`src/common/lipm_pkg.sv`:
```
package lipm_pkg;
    // ------------------------------------------------------------------
    // synchroniser and mode
    // ------------------------------------------------------------------
    localparam int SYNC_STAGES = 2;
    localparam logic CTRL_EN_RST = 1'b1;
    // ------------------------------------------------------------------
    // serial interrupt bus framing
    // ------------------------------------------------------------------
    localparam int MSG_BITS = 16;
    localparam logic [1:0] BUS_START = 2'b00;
    localparam logic [1:0] BUS_RELEASE = 2'b11;
    localparam logic [1:0] BUS_DRIVE_LOW = 2'b00;
    // ------------------------------------------------------------------
    // timing
    // ------------------------------------------------------------------
    localparam int CLK_PERIOD_NS = 4;
    localparam int LINK_PERIOD_NS = 48;
    localparam int IDLE_LINK_PERIODS = 4;
    localparam int TIMEOUT_CYC =
        (IDLE_LINK_PERIODS * LINK_PERIOD_NS) / CLK_PERIOD_NS;
    // ------------------------------------------------------------------
    // serial engine states
    // ------------------------------------------------------------------
    typedef enum logic [2:0] {
        LIPM_S_IDLE = 3'b001,
        LIPM_S_RECV = 3'b010,
        LIPM_S_XMIT = 3'b100
    } lipm_state_t;
endpackage

```
`src/common/lipm_msg_if.sv`:
```
`timescale 1ns/1ns
interface lipm_msg_if #(
    parameter int MSG_BITS = 16
);
    logic link_en;
    logic clk_rise;
    logic clk_fall;
    logic [1:0] bus_din;
    logic [1:0] bus_dout;
    logic [1:0] bus_oe_n;
    logic tx_valid;
    logic [MSG_BITS-1:0] tx_data;
    logic tx_ready;
    logic rx_valid;
    logic [MSG_BITS-1:0] rx_data;

    modport top (
        output link_en, clk_rise, clk_fall, bus_din, tx_valid, tx_data,
        input bus_dout, bus_oe_n, tx_ready, rx_valid, rx_data
    );
    modport ser (
        input link_en, clk_rise, clk_fall, bus_din, tx_valid, tx_data,
        output bus_dout, bus_oe_n, tx_ready, rx_valid, rx_data
    );
endinterface

```
`src/hw/lipm_pin_mode.sv`:
```
`timescale 1ns/1ns
// What this block does
// With the local controller off, pin zero is a level maskable request.
// With the local controller disabled, pin one is a nonmaskable interrupt.
// Both pins are asynchronous and may be sampled at any time.
// Software picks legacy or local line use by writing the controller.
// After reset the local controller is enabled, so pins are local lines.
// The serial interrupt bus runs on its own shared bus clock.
// Messages pass serially over two shared bidirectional data lines.
// Each pin goes through two synchronising flops before any decoding.
module lipm_pin_mode #(
    parameter int MSG_BITS = lipm_pkg::MSG_BITS,
    parameter int TIMEOUT_CYC = lipm_pkg::TIMEOUT_CYC
) (
    // clock and reset
    input wire logic clk,
    input wire logic sys_rst,
    input wire logic clk_en,
    // asynchronous interrupt pins
    input wire logic [1:0] local_irq_pins,
    // mode write from the controller register space
    input wire logic ctrl_wr,
    input wire logic ctrl_wdata,
    output logic ctrl_enabled,
    // legacy mode outputs
    output logic maskable_irq_request,
    output logic nmi_pulse,
    // local mode outputs
    output logic [1:0] local_irq_line,
    // serial interrupt bus pins
    input wire logic irq_bus_clock,
    input wire logic [1:0] irq_bus_data_in,
    output logic [1:0] irq_bus_data_out,
    output logic [1:0] irq_bus_data_oe_n,
    // message port
    input wire logic msg_tx_valid,
    input wire logic [MSG_BITS-1:0] msg_tx_data,
    output logic msg_tx_ready,
    output logic msg_rx_valid,
    output logic [MSG_BITS-1:0] msg_rx_data
);
    import lipm_pkg::*;

    logic [SYNC_STAGES-1:0] pin_sync_r [2];
    logic [1:0] pin_s;
    logic [SYNC_STAGES-1:0] bclk_sync_r;
    logic [SYNC_STAGES-1:0] bdat_sync_r [2];
    logic bclk_prev_r;
    logic nmi_prev_r;
    logic mode_r;
    logic rise_r;
    logic fall_r;
    logic [1:0] din_r;

    lipm_msg_if #(.MSG_BITS(MSG_BITS)) msg ();

    // ------------------------------------------------------------------
    // synchronisers for pins, bus clock and bus data
    // ------------------------------------------------------------------
    genvar g;
    generate
        for (g = 0; g < 2; g++) begin : g_sync
            always_ff @(posedge clk) begin
                if (sys_rst) begin
                    pin_sync_r[g] <= '0;
                    bdat_sync_r[g] <= '1;
                end else if (clk_en) begin
                    pin_sync_r[g] <= {pin_sync_r[g][SYNC_STAGES-2:0],
                                      local_irq_pins[g]};
                    bdat_sync_r[g] <= {bdat_sync_r[g][SYNC_STAGES-2:0],
                                       irq_bus_data_in[g]};
                end
            end
            assign pin_s[g] = pin_sync_r[g][SYNC_STAGES-1];
        end
    endgenerate

    always_ff @(posedge clk) begin
        if (sys_rst) begin
            bclk_sync_r <= '0;
        end else if (clk_en) begin
            bclk_sync_r <= {bclk_sync_r[SYNC_STAGES-2:0], irq_bus_clock};
        end
    end

    // ------------------------------------------------------------------
    // bus clock edge detection
    // ------------------------------------------------------------------
    always_ff @(posedge clk) begin
        if (sys_rst) begin
            bclk_prev_r <= 1'b0;
            rise_r <= 1'b0;
            fall_r <= 1'b0;
            din_r <= BUS_RELEASE;
        end else if (clk_en) begin
            bclk_prev_r <= bclk_sync_r[SYNC_STAGES-1];
            rise_r <= bclk_sync_r[SYNC_STAGES-1] & ~bclk_prev_r;
            fall_r <= ~bclk_sync_r[SYNC_STAGES-1] & bclk_prev_r;
            din_r <= {bdat_sync_r[1][SYNC_STAGES-1],
                      bdat_sync_r[0][SYNC_STAGES-1]};
        end
    end

    // ------------------------------------------------------------------
    // controller enable
    // ------------------------------------------------------------------
    always_ff @(posedge clk) begin
        if (sys_rst) begin
            mode_r <= CTRL_EN_RST;
        end else if (clk_en && ctrl_wr) begin
            mode_r <= ctrl_wdata;
        end
    end

    // ------------------------------------------------------------------
    // mode dependent pin decoding
    // ------------------------------------------------------------------
    always_ff @(posedge clk) begin
        if (sys_rst) begin
            ctrl_enabled <= CTRL_EN_RST;
            maskable_irq_request <= 1'b0;
            nmi_pulse <= 1'b0;
            nmi_prev_r <= 1'b0;
            local_irq_line <= 2'b00;
        end else if (clk_en) begin
            ctrl_enabled <= mode_r;
            nmi_prev_r <= pin_s[1];
            if (mode_r) begin
                local_irq_line <= pin_s;
                maskable_irq_request <= 1'b0;
                nmi_pulse <= 1'b0;
            end else begin
                local_irq_line <= 2'b00;
                maskable_irq_request <= pin_s[0];
                nmi_pulse <= pin_s[1] & ~nmi_prev_r;
            end
        end
    end

    // ------------------------------------------------------------------
    // serial message engine
    // ------------------------------------------------------------------
    assign msg.link_en = mode_r;
    assign msg.clk_rise = rise_r;
    assign msg.clk_fall = fall_r;
    assign msg.bus_din = din_r;
    assign msg.tx_valid = msg_tx_valid;
    assign msg.tx_data = msg_tx_data;

    lipm_bus_ser #(
        .MSG_BITS(MSG_BITS),
        .TIMEOUT_CYC(TIMEOUT_CYC)
    ) u_ser (
        .clk(clk),
        .sys_rst(sys_rst),
        .clk_en(clk_en),
        .m(msg.ser)
    );

    assign irq_bus_data_out = msg.bus_dout;
    assign irq_bus_data_oe_n = msg.bus_oe_n;
    assign msg_tx_ready = msg.tx_ready;
    assign msg_rx_valid = msg.rx_valid;
    assign msg_rx_data = msg.rx_data;
endmodule

```
`src/hw/lipm_bus_ser.sv`:
```
`timescale 1ns/1ns
module lipm_bus_ser #(
    parameter int MSG_BITS = lipm_pkg::MSG_BITS,
    parameter int TIMEOUT_CYC = lipm_pkg::TIMEOUT_CYC
) (
    // clock and reset
    input wire logic clk,
    input wire logic sys_rst,
    input wire logic clk_en,
    // link side
    lipm_msg_if.ser m
);
    import lipm_pkg::*;

    localparam int PAIRS = MSG_BITS / 2;
    localparam int CW = $clog2(PAIRS + 1);
    localparam int TW = $clog2(TIMEOUT_CYC + 1);
    localparam logic [CW-1:0] LAST_PAIR = CW'(PAIRS - 1);
    localparam logic [TW-1:0] TO_LIMIT = TW'(TIMEOUT_CYC);

    lipm_state_t state_r;
    logic [CW-1:0] cnt_r;
    logic [TW-1:0] idle_cnt_r;
    logic [MSG_BITS-1:0] shreg_r;
    logic timeout;

    assign timeout = (idle_cnt_r == TO_LIMIT);

    // ------------------------------------------------------------------
    // watchdog on a stalled link clock
    // ------------------------------------------------------------------
    always_ff @(posedge clk) begin
        if (sys_rst) begin
            idle_cnt_r <= '0;
        end else if (clk_en) begin
            if (state_r == LIPM_S_IDLE || m.clk_rise || m.clk_fall) begin
                idle_cnt_r <= '0;
            end else if (!timeout) begin
                idle_cnt_r <= idle_cnt_r + TW'(1);
            end
        end
    end

    // ------------------------------------------------------------------
    // frame engine: sample on link rise, drive on link fall
    // ------------------------------------------------------------------
    always_ff @(posedge clk) begin
        if (sys_rst) begin
            state_r <= LIPM_S_IDLE;
            cnt_r <= '0;
            shreg_r <= '0;
            m.bus_oe_n <= BUS_RELEASE;
            m.bus_dout <= BUS_DRIVE_LOW;
            m.tx_ready <= 1'b0;
            m.rx_valid <= 1'b0;
            m.rx_data <= '0;
        end else if (clk_en) begin
            m.tx_ready <= 1'b0;
            m.rx_valid <= 1'b0;
            unique case (state_r)
                LIPM_S_IDLE: begin
                    m.bus_oe_n <= BUS_RELEASE;
                    if (m.link_en && m.tx_valid && m.clk_fall) begin
                        // open drain: pull both lines low as start
                        m.bus_oe_n <= ~BUS_RELEASE;
                        shreg_r <= m.tx_data;
                        cnt_r <= '0;
                        m.tx_ready <= 1'b1;
                        state_r <= LIPM_S_XMIT;
                    end else if (m.link_en && m.clk_rise
                                 && m.bus_din == BUS_START) begin
                        cnt_r <= '0;
                        state_r <= LIPM_S_RECV;
                    end
                end
                LIPM_S_RECV: begin
                    if (timeout || !m.link_en) begin
                        state_r <= LIPM_S_IDLE;
                    end else if (m.clk_rise) begin
                        shreg_r <= {shreg_r[MSG_BITS-3:0], m.bus_din};
                        cnt_r <= cnt_r + CW'(1);
                        if (cnt_r == LAST_PAIR) begin
                            m.rx_valid <= 1'b1;
                            m.rx_data <= {shreg_r[MSG_BITS-3:0], m.bus_din};
                            state_r <= LIPM_S_IDLE;
                        end
                    end
                end
                LIPM_S_XMIT: begin
                    if (timeout || !m.link_en) begin
                        m.bus_oe_n <= BUS_RELEASE;
                        state_r <= LIPM_S_IDLE;
                    end else if (m.clk_fall) begin
                        if (cnt_r == CW'(PAIRS)) begin
                            m.bus_oe_n <= BUS_RELEASE;
                            state_r <= LIPM_S_IDLE;
                        end else begin
                            // a one bit releases, a zero bit pulls low
                            m.bus_oe_n <= shreg_r[MSG_BITS-1:MSG_BITS-2];
                            shreg_r <= {shreg_r[MSG_BITS-3:0], 2'b00};
                            cnt_r <= cnt_r + CW'(1);
                        end
                    end
                end
                default: begin
                    m.bus_oe_n <= BUS_RELEASE;
                    state_r <= LIPM_S_IDLE;
                end
            endcase
        end
    end
endmodule

```
`config.mk`:
```
export PLATFORM = sky130hd
export DESIGN_NAME = lipm_pin_mode
export DESIGN_NICKNAME = d
export VERILOG_FILES = /design/src/common/lipm_pkg.sv /design/src/common/lipm_msg_if.sv /design/src/hw/lipm_pin_mode.sv /design/src/hw/lipm_bus_ser.sv
export SDC_FILE = /design/constraint.sdc
export NUM_CORES = 1
export LEC_CHECK = 0
export BUFFER_PORTS_ARGS = -buffer_cell sky130_fd_sc_hd__buf_4
export CAP_MARGIN = 20
export CORE_MARGIN = 2
export CORE_UTILIZATION = 30
export DETAILED_ROUTE_END_ITERATION = 12
export PLACE_DENSITY = 0.55
export SYNTH_ARGS = -nofsm -noshare
export SYNTH_HDL_FRONTEND = slang
export SYNTH_SLANG_ARGS = --single-unit
```
`constraint.sdc`:
```
create_clock -name clk -period 4.1 [get_ports clk]
set_input_delay 0.82 -clock clk [delete_from_list [all_inputs] [get_ports clk]]
set_output_delay 0.82 -clock clk [all_outputs]
set_load 0.03 [all_outputs]
```
# [Yosys cells after proc, flatten, opt, wreduce, memory -nomap -nowiden]
# Memory sizes are Yosys's and may differ from the RTL's.
# Cells that the tools add are included.
[word_totals] wordCells=119 ram_bits=8 mem_bits_ro=0 regBits=63 n_memories=2 inputBits=27 latchBits=0
[mem_list] memory="bdat_sync_r" words=2 width=2 rd=2 rd_ports_with_merged_regs=0 write_ports=2 line="lipm_pin_mode.sv:47" text="logic [SYNC_STAGES-1:0] bdat_sync_r [2];"
[mem_list] memory="pin_sync_r" words=2 width=2 rd=2 rd_ports_with_merged_regs=0 write_ports=2 line="lipm_pin_mode.sv:44" text="logic [SYNC_STAGES-1:0] pin_sync_r [2];"
[classes] magnitude_cmp=0 n_eq_ne=18 n_mul=0 muxes=49 div_mod_pow=0 n_reduce_logical=17 n_shift=0 bitwise_logic=12 add_sub_neg=2
[op_table] op="two-way mux 16 bit" count=6
[op_table] op="case mux 16 bit (3 select lines)" count=1
[op_table] op="two-way mux 4 bit" count=7
[op_table] op="two-way mux 3 bit" count=8
[op_table] op="two-way mux 2 bit" count=9
[op_table] op="AND reduction 8 bit" count=2
[op_table] op="!= test 2 bit (second input constant)" count=7
[op_table] op="two-way mux 1 bit" count=13
[op_table] op="two-way mux 6 bit" count=2
[op_table] op="case mux 4 bit (3 select lines)" count=1
[op_table] op="case mux 3 bit (3 select lines)" count=1
[op_table] op="adder 6 x 1 -> 6 bit (second input constant)" count=1
[op_table] op="equality test 6 bit (second input constant)" count=1
[op_table] op="!= test 3 x 1 -> 1 bit (second input constant)" count=2
[op_table] op="!= test 3 x 2 -> 1 bit (second input constant)" count=2
[op_table] op="case mux 2 bit (3 select lines)" count=1
[op_table] op="AND reduction 6 bit" count=1
[op_table] op="logical AND 1 bit" count=5
[op_table] op="inverter 1 bit" count=5
[op_table] op="AND reduction 5 bit" count=1
[op_table] op="adder 4 x 1 -> 4 bit (second input constant)" count=1
[op_table] op="equality test 4 x 3 -> 1 bit (second input constant)" count=1
[op_table] op="equality test 4 bit (second input constant)" count=1
[op_table] op="OR 1 bit" count=4
[op_table] op="11 further kinds" count=15

# [Longest topological paths before layout]
[depth] ltp_word=5 mapped_depth=8 mapped_depth_nobuf=7

# [Hierarchy]
# From an unflattened synthesis, not the netlist that was laid out.
[unflattened] cells_unflattened=333 hier_area_um2=3306.9
[modules_own_cells] module="lipm_bus_ser" cells_per_inst=264 area_per_inst_um2=2459.9 n_inst=1
[modules_own_cells] module="lipm_pin_mode" cells_per_inst=69 area_per_inst_um2=847.1 n_inst=1

# [Worst setup path before layout]
# Ideal clock, no wire load.
[synth_path] path_kind="input to register" startpoint="in msg_tx_valid" endpoint="reg u_ser.cnt_r[2]" t_arrival_ps=1998 setup_slack_ps=2032 setup_ps=70 path_stages=5 cell_sequence="and3_1 -> o31ai_1 -> o21bai_2 -> or4_1 -> a21oi_1"
[synth_between] elab_chain_cells=4 elab_cells_between_ends=6 classes_between="eq/ne (1); mux (2); reduce/logical (3)"
[synth_lines] element="start, declared" line="lipm_pin_mode.sv:36" text="input wire logic msg_tx_valid,"
[synth_lines] element="logical AND 1 bit * (2 in series)" line="lipm_bus_ser.sv:63" text="if (m.link_en && m.tx_valid && m.clk_fall) begin"
[synth_lines] element="!= test 3 bit (no line) / two-way mux 4 bit (equally long branches)"
[synth_lines] element="AND reduction 8 bit (no line) / case mux 4 bit (3 select lines) (equally long branches)"
[synth_lines] element="end signal, assigned" line="lipm_bus_ser.sv:81" text="cnt_r <= cnt_r + CW'(1);"
[synth_lines] element="end signal, assigned" line="lipm_bus_ser.sv:101" text="cnt_r <= cnt_r + CW'(1);"
[synth_lines] element="end, declared" line="lipm_bus_ser.sv:22" text="logic [CW-1:0] cnt_r;"
# Every way passes the cells marked *; elsewhere a longest branch is shown, timed or not.
# A chain may end at the register's enable or synchronous reset.

# [Worst setup path after layout]
[layout_path] startpoint="reg u_ser.state_r[2]" endpoint="reg u_ser.shreg_r[13]"
[layout_between] elab_chain_cells=3 elab_cells_between_ends=12 classes_between="eq/ne (9); mux (1); reduce/logical (2)"
[layout_lines] element="start, declared" line="lipm_bus_ser.sv:21" text="lipm_state_t state_r;"
[layout_lines] element="start signal, assigned" line="lipm_bus_ser.sv:49" text="state_r <= LIPM_S_IDLE;"
[layout_lines] element="start signal, assigned" line="lipm_bus_ser.sv:69" text="state_r <= LIPM_S_XMIT;"
[layout_lines] element="start signal, assigned" line="lipm_bus_ser.sv:73" text="state_r <= LIPM_S_RECV;"
[layout_lines] element="equality test 3 x 1 -> 1 bit (tied with other cells)" line="lipm_bus_ser.sv:60" text="unique case (state_r)"
[layout_lines] element="!= test 2 bit (no line) / nonzero test 3 bit (equally long branches)"
[layout_lines] element="AND reduction 8 bit (no line)"
[layout_lines] element="end signal, assigned" line="lipm_bus_ser.sv:66" text="shreg_r <= m.tx_data;"
[layout_lines] element="end signal, assigned" line="lipm_bus_ser.sv:80" text="shreg_r <= {shreg_r[MSG_BITS-3:0], m.bus_din};"
[layout_lines] element="end signal, assigned" line="lipm_bus_ser.sv:100" text="shreg_r <= {shreg_r[MSG_BITS-3:0], 2'b00};"
[layout_lines] element="end, declared" line="lipm_bus_ser.sv:24" text="logic [MSG_BITS-1:0] shreg_r;"
# Several ways; a longest one is shown, not always the timed one.

==> flow_summary.json <==
{
  "start_util": 0.309,
  "synth_cells": 347,
  "wirelength_um": 7390,
  "worst_ep_required_time_ns": 4.36,
  "outcome": "complete, no violations",
  "area_growth_pct": 20.3,
  "finalHoldViolCount": 0,
  "timing.final.max_slew_violations": 0,
  "post_cts_buffers": 0,
  "insertion_delay_ns": 0.33,
  "route.detailed.drc": 0,
  "ys_seq_elements": 71,
  "drv_cap": 0,
  "cts_buffers": 9,
  "cp_slowest_stage_delay_ns": 0.58,
  "synthFlopType": "dfxtp_1",
  "synth-edff-count": 8,
  "post_cts_resize_count": 0,
  "reg2reg_from": "u_ser.state_r[2]",
  "crit_path_start_kind": "flip-flop",
  "avgSynthCellArea_um2": 9.74,
  "rows": 38,
  "gp_congestion": 0.754,
  "crit_buf_inv": 0,
  "ir_worst_vdd_mv": 0.200,
  "ys_types": 63,
  "drive_above_1_share": 0.222,
  "dieWidth_um": 110,
  "post_dp_cell_area_um2": 3760,
  "antenna_found_initial": 0,
  "dr.pass1.iters": 4,
  "via_count": 2575,
  "crit_family": "simple AND/OR/NAND/NOR gates",
  "crit_start": "u_ser.state_r[2]",
  "syn_area_um2": 3380,
  "setup_viol": 0,
  "core_um2": 10900,
  "io_pins": 54,
  "clock-skew-final_ns": 0.00658,
  "nets": 413,
  "design.die.area_um2": 12100,
  "clock_sinks": 71,
  "place.port_buffers": 51,
  "path_clk_slew_ns": 0.06,
  "grt_max_degree": 67,
  "yosysWarnings": 0,
  "timing.fmax_mhz": 440,
  "hpwl_um": 4870,
  "critical_path_class": "reg2reg",
  "grt_pass1_wl_um": 11800,
  "ys_async_sr_fraction": 0,
  "stdcell_count": 527,
  "place_inst": 511,
  "powerDensity_nw_per_um2": 414,
  "die_h_um": 110,
  "drt_iter0_drc": 121,
  "grt_pass1_vias": 2365,
  "fin_area_um2": 4070,
  "hold_start": "local_irq_line[0]",
  "root_buffer": "clkbuf_16",
  "critPathMaxFanout": 32,
  "cp-end-kind": "flip-flop",
  "drtAntennaViolNets": 0,
  "worst_pin_slew_ns": 1.04,
  "ys_seq_area_frac": 0.444,
  "period_share": 0.554,
  "overflow": 0,
  "final.setup.tns_ns": 0,
  "power_leakage_nw": 1.58,
  "arrival_ns": 2.53,
  "rsz0062_at_grt": "no",
  "vias_per_cell": 4.89,
  "path_cells": "nor3b_2 > and3_4 > o221ai_4 > or3_2 > a21oi_1",
  "cts.path.max_buffers": 2,
  "slowest_stage": "dfxtp_1",
  "wl_per_cell_um": 14.0,
  "cts_max_level": 3,
  "period_needed_ns": 2.27,
  "cts_tree": "yes",
  "hp-class": "reg2reg",
  "num_antenna_cells": 0,
  "track_usage": 0.126,
  "slew_headroom": 0.306,
  "cts_hold_buffers": 0
}
[cells in the mapped netlist (3+ instances only)]
library cell	count	area [um^2]
nand2_1	12	45.0
ha_1	4	50.1
dfxtp_1	63	1260
nand2b_1	3	18.8
nand3_1	5	25.0
nand3b_1	4	30.0
o21bai_1	3	22.5
a21oi_1	28	140
clkbuf_1	10	37.5
mux2i_1	36	360
buf_6	7	78.8
buf_2	4	20.0
o21ai_0	20	100
nor2b_1	5	31.3
or4_1	3	22.5
inv_1	6	22.5
nand4_1	4	25.0
nor2_1	38	143
and2_1	4	25.0
edfxtp_1	8	240
xor2_1	3	26.3
or3_1	17	106
buf_4	4	30.0
[flip-flops by register name, indices dropped and copies added (netlist names), 2 cells and up]
register          count
u_ser.m.bus_oe_n      2
bdat_sync_r           4
pin_sync_r            4
u_ser.shreg_r        16
u_ser.state_r         3
u_ser.idle_cnt_r      6
u_ser.m.rx_data      16
local_irq_line        2
din_r                 2
u_ser.cnt_r           4
bclk_sync_r           2
[tightest hold or removal path: stages (launching register included)]
cell and delay (ns):
dfxtp_1 0.31, nand2_1 0.06, a21oi_1 0.05
[routing by layer]
layer  vias up  GRT usage  part of all wire
met5         -          0                 0
met4         0     0.0464             0.014
met3        10     0.0329             0.034
met2        37      0.189              0.45
met1      1220      0.175              0.50
li1       1308          -                 -
[cell usage in the layout, fill, tap and decap left out, types with 3 or more instances in the layout]
cell       instances
o21bai_1           3
edfxtp_1           8
or3_1             17
o21ai_0           20
nand2_1           12
nor2b_1            5
ha_1               4
clkbuf_16         11
nand3b_1           4
mux2i_1           36
and2_1             4
dfxtp_1           63
buf_4             51
inv_1              6
nand3_1            5
or4_1              3
a21oi_1           28
xor2_1             3
nor2_1            38
nand4_1            4
nand2b_1           3
[path summary, 6_finish.rpt]
check	to	slack, ns	cells after the start
max	u_ser.shreg_r[13]	1.83	5
min	local_irq_line[0]	0.46	2
max reg2reg	u_ser.shreg_r[13]	1.83	5
min reg2reg	local_irq_line[0]	0.46	2
[through the flow]
step                utilization  hold WS [ns]  power [mW]  worst slack, ns
floorplan                     -         0.433       0.886             2.03
global placement          0.341         0.445       0.922             1.59
detailed placement        0.344         0.451       0.926             1.75
CTS                       0.372         0.467        1.71             1.81
global route              0.372         0.486        1.76             1.60
finish                    0.372         0.465        1.68             1.83
[layout make-up]
cell class / count / area, um^2
clock buffers: 12 / 279
clock inverters: 4 / 26.3
fillers: 1109 / 6870
inverters: 6 / 22.5
multi-input cells: 242 / 1650
flip-flops and latches: 71 / 1500
well taps: 140 / 175
repair buffers: 52 / 410
[power by group]
group	internal (mW)	switching [mW]
registers	0.730	0.0268
clock network	0.482	0.292
logic	0.0703	0.0834
[kinds of logic (layout without fill, tap and decap cells)]
group                    after synthesis  count (layout)  share of synthesized area
XOR/XNOR                               6               6                     0.0178
AND/OR/NAND/NOR                      115             115                      0.191
multiplexers                          36              36                      0.107
AO/OA/AOI/OAI                         79              79                      0.154
buffers and inverters                 35              74                     0.0700
adder cells (fa/ha/maj)                4               4                     0.0148
flip-flops                            71              71                      0.444
other                                  1               2                    0.00111
Note: power is estimated with default switching activity, not from simulation.
